File: src/btv_pkg.sv
// shared constants and types for the barrier turn / vandalism configuration block
// assumes a single 100 MHz core clock and a synchronous active-low reset
package btv_pkg;

	localparam int CLK_HZ       = 100_000_000;
	localparam int CYC_PER_MS   = CLK_HZ / 1000;
	localparam int DEB_TIME_MS  = 10;
	localparam int DEB_CYC      = DEB_TIME_MS * CYC_PER_MS;
	localparam int DISP_TIME_MS = 10000;
	localparam int DISP_CYC     = DISP_TIME_MS * CYC_PER_MS;

	localparam int IMP_W  = 4;
	localparam int DISP_W = 30;
	localparam int SW_W   = 3;

	localparam int SW_CONT_POS   = 0;
	localparam int SW_THRESH_POS = 1;
	localparam int SW_LATCH_POS  = 2;

	localparam logic [7:0]        VAND_THRESH_DEG = 8'h14;
	localparam logic [1:0]        ATTEMPT_LOCK    = 2'h3;
	localparam logic [IMP_W-1:0]  IMP_MAX         = 4'hf;
	localparam logic [IMP_W-1:0]  IMP_RST         = 4'h0;
	localparam logic [1:0]        ATTEMPT_RST     = 2'h0;
	localparam logic [DISP_W-1:0] DISP_RST        = 30'h0;
	localparam logic [SW_W-1:0]   CFG_RST         = 3'h0;

	typedef enum logic [1:0] {
		ST_IDLE = 2'b00,
		ST_PASS = 2'b01,
		ST_HOME = 2'b10,
		ST_LOCK = 2'b11
	} btv_state_type;

	typedef struct packed {
		logic       wrong_dir;
		logic [7:0] angle_deg;
		logic       latch_step;
		logic       at_home;
	} btv_sense_type;

	typedef struct packed {
		logic       drive_home;
		logic       pass_enable;
		logic       brake;
		logic       buzzer;
		logic       vand_err;
		logic       locked;
	} btv_act_type;

	typedef struct packed {
		btv_state_type     st;
		logic [IMP_W-1:0]  imp_cnt;
		logic [1:0]        attempts;
		logic              trig_prev;
		logic [DISP_W-1:0] disp_cnt;
		btv_act_type       act;
	} btv_core_type;

endpackage

File: src/btv_core.sv
// turning mode and vandalism handling of the pivot barrier motor logic
// assumes sensor inputs are synchronous; a power cycle is seen as resetn_i
//
// Functional notes
// continuous turning off: drive element home after every completed passage
// continuous turning on: no homing, back-to-back passages while impulses remain
// threshold off: vandalism error at once on wrong-direction movement
// threshold on: vandalism error only beyond 20 degrees from home
// threshold on: brake may engage before the 20 degree threshold
// buzzer only while latching or braking; may stop with error pending
// latch off: error shown until inspection or display time expiry
// latch on: error after third grating, held until power cycle
// latched vandalism keeps brake engaged and buzzer sounding until power cycle
// configuration switches synchronised and debounced before use
module btv_core #(
	parameter int DEB_CYC  = btv_pkg::DEB_CYC,
	parameter int DISP_CYC = btv_pkg::DISP_CYC
) (
	input  wire logic                  core_clk_i,
	input  wire logic                  resetn_i,
	input  wire logic [btv_pkg::SW_W-1:0] sw_cfg_i,
	input  wire logic                  clear_imp_i,
	input  wire logic                  passage_done_i,
	input  wire logic                  inspect_i,
	input  wire btv_pkg::btv_sense_type sense_i,
	output logic                       drive_home_o,
	output logic                       pass_enable_o,
	output logic                       brake_o,
	output logic                       buzzer_o,
	output logic                       vand_err_o,
	output logic                       vand_locked_o
);

	logic [btv_pkg::SW_W-1:0] cfg;
	btv_pkg::btv_core_type    q;
	btv_pkg::btv_core_type    d;
	logic                     cont_turn;
	logic                     vand_thresh;
	logic                     vand_latch;
	logic                     trig;
	logic                     new_attempt;
	logic                     go_lock;
	logic                     imp_dec;

	// one debouncer per switch; slow settling traded for glitch-free mode changes
	for (genvar i = 0; i < btv_pkg::SW_W; i++) begin : g_sw
		btv_debounce #(
			.CNT_MAX (DEB_CYC)
		) u_deb (
			.core_clk_i (core_clk_i),
			.resetn_i   (resetn_i),
			.raw_i      (sw_cfg_i[i]),
			.clean_o    (cfg[i])
		);
	end

	assign cont_turn   = cfg[btv_pkg::SW_CONT_POS];
	assign vand_thresh = cfg[btv_pkg::SW_THRESH_POS];
	assign vand_latch  = cfg[btv_pkg::SW_LATCH_POS];

	// angle only matters with the threshold enabled
	assign trig = sense_i.wrong_dir &&
		(!vand_thresh || sense_i.angle_deg > btv_pkg::VAND_THRESH_DEG); // see R03
	assign new_attempt = trig && !q.trig_prev;
	assign go_lock     = vand_latch && new_attempt && !q.act.locked &&
		q.attempts == btv_pkg::ATTEMPT_LOCK - 2'h1;
	assign imp_dec     = q.st == btv_pkg::ST_PASS && passage_done_i;

	always_comb begin
		d           = q;
		d.trig_prev = trig;

		// stored clearance impulses; simultaneous add and use cancel out
		if (clear_imp_i && !imp_dec && q.imp_cnt != btv_pkg::IMP_MAX) begin
			d.imp_cnt = q.imp_cnt + btv_pkg::IMP_W'(1);
		end else if (imp_dec && !clear_imp_i && q.imp_cnt != btv_pkg::IMP_RST) begin
			d.imp_cnt = q.imp_cnt - btv_pkg::IMP_W'(1);
		end

		if (new_attempt && q.attempts != btv_pkg::ATTEMPT_LOCK) begin
			d.attempts = q.attempts + 2'h1;
		end

		case (q.st)
			btv_pkg::ST_IDLE: begin
				if (q.imp_cnt != btv_pkg::IMP_RST) begin
					d.st = btv_pkg::ST_PASS;
				end
			end
			btv_pkg::ST_PASS: begin
				if (passage_done_i) begin
					if (!cont_turn) begin
						d.st = btv_pkg::ST_HOME;
					end else if (d.imp_cnt == btv_pkg::IMP_RST) begin
						d.st = btv_pkg::ST_IDLE;
					end
				end
			end
			btv_pkg::ST_HOME: begin
				if (sense_i.at_home) begin
					d.st = btv_pkg::ST_IDLE;
				end
			end
			btv_pkg::ST_LOCK: begin
				d.st = btv_pkg::ST_LOCK;
			end
			default: begin
				d.st = btv_pkg::ST_IDLE;
			end
		endcase
		if (go_lock) begin
			d.st = btv_pkg::ST_LOCK;
		end

		// error flag: a new trigger wins over any clear in the same cycle
		if (trig) begin
			d.act.vand_err = 1'b1; // see R03
			d.disp_cnt     = btv_pkg::DISP_W'(DISP_CYC - 1);
		end else if (!q.act.locked && q.act.vand_err) begin
			if (inspect_i || q.disp_cnt == btv_pkg::DISP_RST) begin
				d.act.vand_err = 1'b0;
			end else begin
				d.disp_cnt = q.disp_cnt - btv_pkg::DISP_W'(1);
			end
		end

		d.act.locked      = q.act.locked || go_lock;
		d.act.drive_home  = d.st == btv_pkg::ST_HOME;
		d.act.pass_enable = d.st == btv_pkg::ST_PASS;
		// any wrong-direction push brakes, even below the error threshold
		d.act.brake       = sense_i.wrong_dir || d.act.locked; // see R05
		// buzzer follows latching or braking only, so it may fall silent with the error held
		d.act.buzzer      = d.act.locked ||
			(d.act.vand_err && (sense_i.latch_step || d.act.brake)); // see R06
	end

	always_ff @(posedge core_clk_i) begin
		if (!resetn_i) begin
			q.st        <= btv_pkg::ST_IDLE;
			q.imp_cnt   <= btv_pkg::IMP_RST;
			q.attempts  <= btv_pkg::ATTEMPT_RST;
			q.trig_prev <= 1'b0;
			q.disp_cnt  <= btv_pkg::DISP_RST;
			q.act       <= '0;
		end else begin
			q <= d;
		end
	end

	assign drive_home_o  = q.act.drive_home;
	assign pass_enable_o = q.act.pass_enable;
	assign brake_o       = q.act.brake;
	assign buzzer_o      = q.act.buzzer;
	assign vand_err_o    = q.act.vand_err;
	assign vand_locked_o = q.act.locked;

	property p_home_after_pass;
		@(posedge core_clk_i) disable iff (!resetn_i)
		(q.st == btv_pkg::ST_PASS && passage_done_i && !cont_turn && !go_lock)
			|=> drive_home_o && !pass_enable_o;
	endproperty
	a_home_after_pass: assert property (p_home_after_pass) else $error("no homing after passage");

	property p_no_home_cont;
		@(posedge core_clk_i) disable iff (!resetn_i)
		(q.st == btv_pkg::ST_PASS && passage_done_i && cont_turn && q.imp_cnt > 4'h1
			&& !go_lock) |=> pass_enable_o && !drive_home_o;
	endproperty
	a_no_home_cont: assert property (p_no_home_cont) else $error("continuous turning broke passage");

	property p_err_at_once;
		@(posedge core_clk_i) disable iff (!resetn_i)
		(sense_i.wrong_dir && !vand_thresh) |=> vand_err_o;
	endproperty
	a_err_at_once: assert property (p_err_at_once) else $error("error late without threshold");

	property p_err_threshold;
		@(posedge core_clk_i) disable iff (!resetn_i)
		(vand_thresh && sense_i.angle_deg <= btv_pkg::VAND_THRESH_DEG && !vand_err_o)
			|=> !vand_err_o;
	endproperty
	a_err_threshold: assert property (p_err_threshold) else $error("error raised below 20 degrees");

	property p_brake_early;
		@(posedge core_clk_i) disable iff (!resetn_i)
		sense_i.wrong_dir |=> brake_o;
	endproperty
	a_brake_early: assert property (p_brake_early) else $error("brake missing on wrong push");

	property p_buzz_cause;
		@(posedge core_clk_i) disable iff (!resetn_i)
		buzzer_o |-> vand_locked_o || (vand_err_o && (brake_o || $past(sense_i.latch_step)));
	endproperty
	a_buzz_cause: assert property (p_buzz_cause) else $error("buzzer without latching or brake");

	property p_inspect_clears;
		@(posedge core_clk_i) disable iff (!resetn_i)
		(vand_err_o && !vand_locked_o && inspect_i && !trig) |=> !vand_err_o;
	endproperty
	a_inspect_clears: assert property (p_inspect_clears) else $error("inspection did not clear error");

	property p_disp_expire;
		@(posedge core_clk_i) disable iff (!resetn_i)
		(vand_err_o && !vand_locked_o && q.disp_cnt == btv_pkg::DISP_RST && !trig)
			|=> !vand_err_o;
	endproperty
	a_disp_expire: assert property (p_disp_expire) else $error("error outlived display time");

	property p_lock_third;
		@(posedge core_clk_i) disable iff (!resetn_i)
		go_lock |=> vand_locked_o && vand_err_o ##1 vand_locked_o && vand_err_o;
	endproperty
	a_lock_third: assert property (p_lock_third) else $error("third grating did not latch");

	property p_lock_outputs;
		@(posedge core_clk_i) disable iff (!resetn_i)
		vand_locked_o |-> brake_o && buzzer_o && !pass_enable_o;
	endproperty
	a_lock_outputs: assert property (p_lock_outputs) else $error("latched state lost brake or buzzer");

	// only a power cycle may leave the latched state
	property p_lock_kept;
		@(posedge core_clk_i) disable iff (!resetn_i)
		vand_locked_o |=> vand_locked_o && vand_err_o && brake_o && buzzer_o;
	endproperty
	a_lock_kept: assert property (p_lock_kept) else $error("latched state released without reset");

endmodule

File: src/btv_debounce.sv
// two-flop synchroniser followed by a stability counter for one switch
// assumes the raw switch is asynchronous and slow compared to the clock
module btv_debounce #(
	parameter int CNT_MAX = btv_pkg::DEB_CYC
) (
	input  wire logic core_clk_i,
	input  wire logic resetn_i,
	input  wire logic raw_i,
	output logic      clean_o
);

	localparam int CW = $clog2(CNT_MAX + 1);

	typedef struct packed {
		logic          s1;
		logic          s2;
		logic          clean;
		logic [CW-1:0] cnt;
	} btv_deb_type;

	btv_deb_type q;
	btv_deb_type d;

	always_comb begin
		d    = q;
		d.s1 = raw_i;
		d.s2 = q.s1;
		if (q.s2 == q.clean) begin
			d.cnt = '0;
		end else if (q.cnt == CW'(CNT_MAX - 1)) begin
			d.clean = q.s2;
			d.cnt   = '0;
		end else begin
			d.cnt = q.cnt + CW'(1);
		end
	end

	always_ff @(posedge core_clk_i) begin
		if (!resetn_i) begin
			q <= '0;
		end else begin
			q <= d;
		end
	end

	assign clean_o = q.clean;

	property p_deb_stable;
		@(posedge core_clk_i) disable iff (!resetn_i)
		$changed(q.clean) |-> $past(q.cnt) == CW'(CNT_MAX - 1) && $past(q.s2) == q.clean;
	endproperty
	a_deb_stable: assert property (p_deb_stable) else $error("switch output moved before settling");

endmodule

File: config.mk
export PLATFORM = sky130hd
export DESIGN_NAME = btv_core
export DESIGN_NICKNAME = d
export VERILOG_FILES = /design/src/btv_pkg.sv /design/src/btv_core.sv /design/src/btv_debounce.sv
export SDC_FILE = /design/constraint.sdc
export NUM_CORES = 1
export LEC_CHECK = 0
export ABC_CLOCK_PERIOD_IN_PS = 2800
export BUFFER_PORTS_ARGS = -buffer_cell sky130_fd_sc_hd__buf_2
export CELL_PAD_IN_SITES_DETAIL_PLACEMENT = 1
export CELL_PAD_IN_SITES_GLOBAL_PLACEMENT = 1
export CORE_ASPECT_RATIO = 0.8
export CORE_MARGIN = 4
export CORE_UTILIZATION = 40
export DETAILED_ROUTE_END_ITERATION = 12
export PLACE_DENSITY = 0.69
export SLEW_MARGIN = 25
export SYNTH_ARGS = -nofsm -noshare
export SYNTH_HDL_FRONTEND = slang
export SYNTH_SLANG_ARGS = --single-unit
File: constraint.sdc
create_clock -name core_clk_i -period 2.8 [get_ports core_clk_i]
set_input_delay 0.56 -clock core_clk_i [delete_from_list [all_inputs] [get_ports core_clk_i]]
set_output_delay 0.56 -clock core_clk_i [all_outputs]
set_load 0.02 [all_outputs]
# == Word-level counts from Yosys, hierarchy flattened ==
# Index checks and enable logic that the tools add are counted.
# word_totals
register_bits,114
output_inout_bits,6
word_cells,105
# op_classes
n_eq_ne,15
muxes,15
bitwise,5
n_reduce_logical,38
add_sub_neg,7
magnitude_cmp,1
# ops
op,n
30-bit two-way mux,3
"20-bit by 1-bit adder with 20-bit output, second input constant",3
"20-bit equality test, second input constant",3
30-bit logical NOT,1
"30-bit by 1-bit subtractor with 30-bit output, second input constant",1
1-bit logical AND,13
2-bit two-way mux,6
2-bit AND reduction,5
3-bit OR reduction,3
"2-bit equality test, second input constant",4
"8-bit by 5-bit > comparator with 1-bit output, second input constant",1
4-bit two-way mux,2
2-bit one-hot mux with 4 select lines,1
1-bit logical OR,6
1-bit logical NOT,5
1-bit NOT,5
"4-bit by 1-bit adder with 4-bit output, second input constant",1
"2-bit by 1-bit equality test with 1-bit output, second input constant",2
4-bit logical NOT,1
"2-bit != test, second input constant",2
"4-bit != test, second input constant",1
4-bit nonzero test,1
"4-bit by 1-bit subtractor with 4-bit output, second input constant",1
1-bit equality test,3
5 further kinds,7

# == Logic depth before layout (Yosys ltp) ==
# Gate-level depths: netlist (run 1).
# logic_depth
depth_word,13
mapped_depth,9

# == Hierarchy ==
# Synthesis (run 1) repeated with hierarchy kept, for this count alone.
# unflattened
cells_unflattened,604
area_unflattened_um2,5347.6
# modules_own_cells
mod,cells_each,instances,area_per_inst_um2
btv_debounce,112,3,988.4
btv_core,268,1,2382.3

# == Least setup slack after synthesis (run 1) ==
# OpenSTA, ideal clock, no wires.
# synth_path
kind,input port to flip-flop
startpoint,in sense_i[8] (netlist bit)
endpoint,reg q[23] (netlist bit)
t_arrival_ns,1.970
slack_ns,0.698
setup_ns,0.133
path_stages,4
required_time_ns,2.667
path_cell_list,or4b_2 o21ai_1 clkbuf_1 a21oi_1
# synth_via
elab_chain_len,5
elab_cells_between_ends,7
# synth_lines
element,line,rtl
from (decl),btv_core.sv:25,"input wire btv_pkg::btv_sense_type sense_i,"
8-bit by 5-bit > comparator with 1-bit output *,btv_core.sv:63,(!vand_thresh || sense_i.angle_deg > btv_pkg::VAND_THRESH_DEG);
1-bit logical OR *,btv_core.sv:63,
1-bit logical AND *,btv_core.sv:62,assign trig = sense_i.wrong_dir &&
2-bit != test (no line) / 2-bit nonzero test (equally long branches),n/a,
2-bit AND reduction (no line),n/a,
to (decl),btv_core.sv:35,btv_pkg::btv_core_type q;
# Mark *: on every way between the ends. The rest lies on a longest branch, timed or not.
# A chain may end at the register's enable or synchronous reset.

# == Worst setup path in the final report (run 1) ==
# layout_path
startpoint,reg q[21] (netlist bit)
endpoint,reg q[26] (netlist bit)
# layout_via
elab_chain_len,4
elab_cells_between_ends,8
# layout_lines
element,line,rtl
30-bit by 1-bit subtractor with 30-bit output / 30-bit logical NOT (equally long branches),"btv_core.sv:123, btv_core.sv:120",
30-bit two-way mux / 1-bit logical OR (equally long branches),btv_core.sv:120,if (inspect_i || q.disp_cnt == btv_pkg::DISP_RST) begin
30-bit two-way mux / 2-bit != test (equally long branches),n/a,
30-bit two-way mux / 2-bit AND reduction (equally long branches),n/a,
# Several ways; a longest one is shown, not always the timed one. The select of a mux whose other input is x is not followed.

==> out/results.ini, run 1 <==
[final_layout]
area_growth_syn_to_layout_pct=19.8
layoutNonFillerInstCount=788
nets=632
drive_gt1_share_pct=13.3
antenna_cells=0
fillers=1441
final_area_sq_um=6090
fin_util_pct=49.6

[logic_synthesis]
yosys-top-cells-area=dfxtp_1, xnor2_1, nor2_1
syn_area_sq_um=5090
avgSynthCellArea_sq_um=8.93
yosysTopAreaCellShare_pct=44.8
yosysWarnings=0
synth.ff_latch_count=114
synth-edff-count=0
ys.flop_type=dfxtp_1
netlist_instances=570
synth_cell_types=53
synth_nets=598
synthArstFlopShare_pct=0
synth_top_cell_by_area=dfxtp_1
ys_seq_area_share_pct=44.8

[place]
dp_cells=756
io_buffer_count=24
place_area_sq_um=5430
place_congestion=0.817
hpwl_um=8010

[power]
p_comb_share_pct=9.7
p_int_mw=3.56
sw_frac_of_total_pct=23.1
ir_drop_mv=0.462
p_clk_share_pct=52.0
finalPower_mw=4.63
leakagePower_nw=2.14
p_switching_mw=1.07
p_per_area_nw_per_um2=759
seqPwrFrac_pct=38.3

[die]
io_pins=25
die_y_um=109
die_w_um=134
dieArea_sq_um=14600
std_cell_rows=36
core-area_sq_um=12300
start_util_pct=41.4

[global_routing]
grt_pass1_vias=4127
grt_max_degree=28
grt_first_pass_wirelength_um=20100
grt_overflow=0
grt_usage_pct=17.3
antenna_found_initial=0

[drt]
firstDrtPassIters=4
initialDrtViolationCount=134
wl_per_cell_um=14.9
postRouteAntennaNets=0
via_count=4058
drt-total-wl_um=11700
avgViaCountPerCell=5.15
drcViolationCount=0

[clocking]
cts_hold_buf=0
cts_root_buf=clkbuf_16
cts_resized=0
insertion_delay_ns=0.41
clockBufferDepth=2
cts_setup_buffers=0
clk_pin_slew_worst_paths_ns=0.06
cts_tree=done
cts_made_buffers=17
clock_sinks=114
htree_levels=4

[timing]
period_share_pct=81.7
maxSlewHeadroom_pct=48.4
max_freq_ghz=0.437
min_period_ns=2.29
finalHoldViolations=0
worst_pin_slew_ns=0.773
setup_viol=0
maxSlewViolCount=0
worst_clock_skew_ns=0.0124
final.setup.tns_ns=0
rsz0062_at_grt=false

[critical_path]
r2r_setup_slack_ns=0.51
rr_startpoint=q[21]
endpoint_kind=flop
cp.arrival_ns=2.58
r2r-end=q[26]
crit_type=reg2reg
worstPathMaxFanout=9
crit_path_start_kind=flop
r2r_cells=6
cp.required_ns=3.09

[hold_path]
whs_endpoint=g_sw[1].u_deb.d[21]
hold_start=sw_cfg_i[1]
hold_depth=2
hp-class=in2reg

[run]
drv_cap=0

[run_status]
outcome=finished clean

## cells in the final DEF, fill, tap and decap left out, types with 3 or more instances in the layout
| cell type | count |
|---|---|
| xnor2_1 | 49 |
| clkbuf_16 | 17 |
| nor3b_1 | 3 |
| nor4_1 | 12 |
| bufinv_16 | 5 |
| or3_1 | 9 |
| nor2b_1 | 5 |
| a21oi_1 | 28 |
| nor2_1 | 95 |
| and4_1 | 6 |
| xor2_1 | 34 |
| nand3_1 | 26 |
| and2_1 | 8 |
| nor3_1 | 21 |
| buf_4 | 10 |
| and3_1 | 11 |
| ha_1 | 9 |
| or2_2 | 3 |
| clkbuf_8 | 4 |
| dfxtp_1 | 114 |
| nand2b_1 | 4 |
| clkinv_2 | 4 |
| o21a_1 | 4 |
| buf_2 | 24 |
| nand2_1 | 25 |
| inv_1 | 14 |
| nor4b_1 | 8 |
| nand4_1 | 14 |
| o21ai_0 | 5 |
| mux2i_1 | 6 |
## routing by layer
layer  up-vias  GRT usage (%)  part of all wire [%]
li1       2038              -                     -
met1      1971           21.6                    49
met2        40           28.5                    47
met3         9           6.32                   3.3
met4         0           4.58                  0.55
met5         -              0                     0
## state kept, by name, summed over array words and instances, names as in the netlist
| register | cells |
|---|---|
| g_sw.u_deb.clean_o | 3 |
| vand_locked_o | 1 |
| q | 39 |
| g_sw.u_deb.d | 3 |
| buzzer_o | 1 |
| vand_err_o | 1 |
| drive_home_o | 1 |
| g_sw.u_deb.q | 63 |
| pass_enable_o | 1 |
| brake_o | 1 |
## power groups by stage
stage | Combinational [mW] | Clock (mW) | Sequential (mW)
floorplan | 0.296 | 0 | 1.80
global placement | 0.418 | 0 | 1.80
detailed placement | 0.443 | 0 | 1.80
CTS | 0.448 | 2.46 | 1.77
global route | 0.495 | 2.55 | 1.78
finish | 0.448 | 2.41 | 1.77
## cells in the mapped netlist (all sizes together), types with 3 or more instances
cell type    n
nor2        96
a21oi       28
and2         8
or4          4
or3         12
nor3        21
mux2i        6
nor4b        8
nor4        15
nand3       26
o21ai        6
dfxtp      114
nand4       14
xnor2       49
ha           9
and4         6
nand2       25
or2          3
nor3b        3
inv         14
and3        11
xor2        34
o21a         4
clkbuf      17
nand2b       4
nor2b        5
## how the worst max path moves through the flow
stage / startpoint / to / cells past startpoint
after CTS: q[6] / q[24] / 7
after detailed placement: sense_i[8] / q[24] / 6
final: q[21] / q[26] / 6
after global routing: q[6] / q[24] / 7
after global placement: sense_i[8] / q[24] / 6
after floorplan: sense_i[8] / q[23] / 4
## logic make-up after synthesis
logic type | count (synthesis) | synth area share (%)
buffers and inverters | 33 | 2.48
multiplexers | 7 | 1.40
AO/OA/AOI/OAI | 54 | 6.32
flip-flops | 114 | 44.8
XOR/XNOR | 83 | 14.3
AND/OR/NAND/NOR | 270 | 28.4
adder cells (fa/ha/maj) | 9 | 2.21
## worst max-delay path, stage by stage (launching register included)
cell,delay [ns]
dfxtp_1,0.36
nor4_2,0.41
nand4_1,0.26
o21bai_1,0.69
nor2_1,0.14
xnor2_1,0.22
a21oi_1,0.09
## metrics by stage
step,worst slack [ns],hold slack [ns]
2_1_floorplan,0.698,0.412
3_3_place_gp,0.502,0.419
3_5_place_dp,0.408,0.426
4_1_cts,0.523,0.353
5_1_grt,0.295,0.360
6_report,0.512,0.376
## layout make-up
type | count | area (sq um) | share of cell area, %
clock buffer | 22 | 484 | 7.94
clock inverter | 10 | 178 | 2.92
tap | 171 | 214 | 3.51
inverter | 14 | 52.6 | 0.862
sequential | 114 | 2280 | 37.4
multi-input combinational | 423 | 2690 | 44.1
timing repair buffer | 34 | 195 | 3.20
Power figures use the tool's default switching activity.
==> run 2: changes to the inputs <==
Settings changed: ABC_CLOCK_PERIOD_IN_PS 2800 to 2250.
Clock period 2.8 ns to 2.25 ns, I/O delays scaled along.
==> run 2 against run 1 <==
Sequential power grew 25%. Power grew 19%. Sequential share of layout area shrank 0.64 points. Maximum frequency grew 10%. Die area is the same. Via count grew 2.0%. Clock power grew 11%. Critical endpoint is now q[35]. Largest power group unchanged.
==> out/results.ini, run 2 (synthesis results as in run 1) <==
[run_status]
outcome=finished clean

[final_layout]
fillers=1427  ; -0.97%
reg_top3=g_sw.u_deb.q (63), q (39)
largest_reg_flops=63  ; unchanged
layoutNonFillerInstCount=799  ; +1.4%
layout_common_cells=dfxtp_1, nor2_1, xnor2_1
fin_util_pct=50.4  ; +0.86 points
antenna_cells=0  ; unchanged
drive_gt1_share_pct=15.4  ; +2.2 points
nets=646  ; +2.2%
largest_register=g_sw.u_deb.q
final_common_cell=dfxtp_1
area_growth_syn_to_layout_pct=21.9

[drt]
firstDrtPassIters=4  ; unchanged
postRouteAntennaNets=0  ; unchanged
wl_per_cell_um=15.5  ; +3.8%
via_count=4138  ; +2.0%
initialDrtViolationCount=139  ; +3.7%
avgViaCountPerCell=5.18  ; +0.57%
drt-total-wl_um=12400  ; +5.3%
drcViolationCount=0  ; unchanged

[place]
hpwl_um=8560  ; +6.8%
pre_cts_ws_ns=-0.112  ; -0.519 ns
place_congestion=0.812  ; -0.65%
dp_cells=769  ; +1.7%
io_buffer_count=24  ; unchanged

[timing]
setup_viol=0  ; unchanged
rsz0062_at_grt=false
worst_pin_slew_ns=0.698  ; -0.0750 ns
setup_ws_ns=0.170  ; -0.341 ns
worst_clock_skew_ns=0.00790  ; -0.00447 ns
maxSlewViolCount=0  ; unchanged
finalHoldViolations=0  ; unchanged
max_freq_ghz=0.481  ; +10%
maxSlewHeadroom_pct=53.5  ; +5.1 points
holdWs_ns=0.261  ; -0.115 ns
min_period_ns=2.08  ; -0.209 ns
period_share_pct=92.4  ; +11 points

[die]
io_pins=25  ; unchanged
die_w_um=134  ; unchanged
std_cell_rows=36  ; unchanged
core-area_sq_um=12300  ; unchanged
die_y_um=109  ; unchanged
start_util_pct=41.4  ; unchanged
dieArea_sq_um=14600  ; unchanged

[clocking]
clock_sinks=114  ; unchanged
clockBufferDepth=2  ; unchanged
insertion_delay_ns=0.41  ; about the same
cts_root_buf=clkbuf_16
cts_tree=done
htree_levels=4  ; unchanged
clk_pin_slew_worst_paths_ns=0.05  ; about the same
cts_made_buffers=17  ; unchanged

[global_routing]
grt_max_degree=24  ; -14%
grt_first_pass_wirelength_um=21100  ; +5.2%
grt_overflow=0  ; unchanged
grt_usage_pct=18.2  ; +0.97 points
grt_pass1_vias=4318  ; +4.6%
antenna_found_initial=0  ; unchanged

[critical_path]
worstPathMaxFanout=5  ; -4
r2r_setup_slack_ns=0.17  ; -0.34 ns
endpoint_kind=flop
cp.arrival_ns=2.37  ; -0.21 ns
cp.required_ns=2.54  ; -0.55 ns
crit_type=reg2reg
crit_path_start_kind=flop
r2r_cells=7  ; +1

[power]
p_per_area_nw_per_um2=885  ; +17%
leakagePower_nw=2.19  ; +2.6%
ir_drop_mv=0.690  ; +49%

[hold_path]
hp-class=in2reg
hold_depth=2  ; unchanged

[run]
drv_cap=0  ; unchanged

run 2: worst paths after layout:
kind | endpoint | start
hold / removal | g_sw[1].u_deb.d[21] | sw_cfg_i[1]
hold reg to reg | g_sw[2].u_deb.q[0] | g_sw[2].u_deb.q[0]
setup reg to reg | q[35] | q[29]
setup / recovery | q[35] | q[29]
run 2: final cells by class:
cell class,count,area [sq um],share of cell area [%]
multi-input cells,423,2730,44.0
well taps,171,214,3.45
flip-flops and latches,114,2280,36.8
repair buffers,48,338,5.45
clock inverters,6,105,1.69
inverters,14,52.6,0.847
clock buffers,23,478,7.71
run 2: critical path, stage by stage (launching register included):
cell,delay [ns]
dfxtp_1,0.35
nor4_2,0.34
nand4_1,0.15
buf_4,0.19
or3_1,0.30
nor4_1,0.35
xnor2_1,0.18
a21oi_1,0.10
run 2: stage by stage:
step	power (mW)	setup TNS (ns)	cell area [sq um]
2_1_floorplan	2.61	0	5090
3_3_place_gp	2.79	0	5570
3_5_place_dp	2.82	-0.187	5570
4_1_cts	5.53	0	6150
5_1_grt	5.74	0	6200
6_report	5.49	0	6200
run 2: what timing repair did:
item                       in CTS  in global routing
setup endpoints to repair       4                 16
gates resized for setup         2                  6
pin swaps                       0                  1
hold buffers                    0                  0
buffers inserted                0                  1
run 2: metal layers:
layer / vias to the layer above / track usage, % / part of all wire (%) / wire length, um
met4: 0 / 8.28 / 1.6 / 192
met2: 36 / 31.3 / 49 / 6090
met3: 14 / 3.97 / 2.4 / 291
met1: 2031 / 22.2 / 47 / 5780
li1: 2057 / - / - / -
met5: - / 0 / 0 / 0
run 2: where the power goes:
group | leakage (nW) | internal (mW) | switching (mW)
combinational | 0.975 | 0.272 | 0.318
sequential | 0.929 | 2.11 | 0.102
clock | 0.289 | 1.80 | 0.883
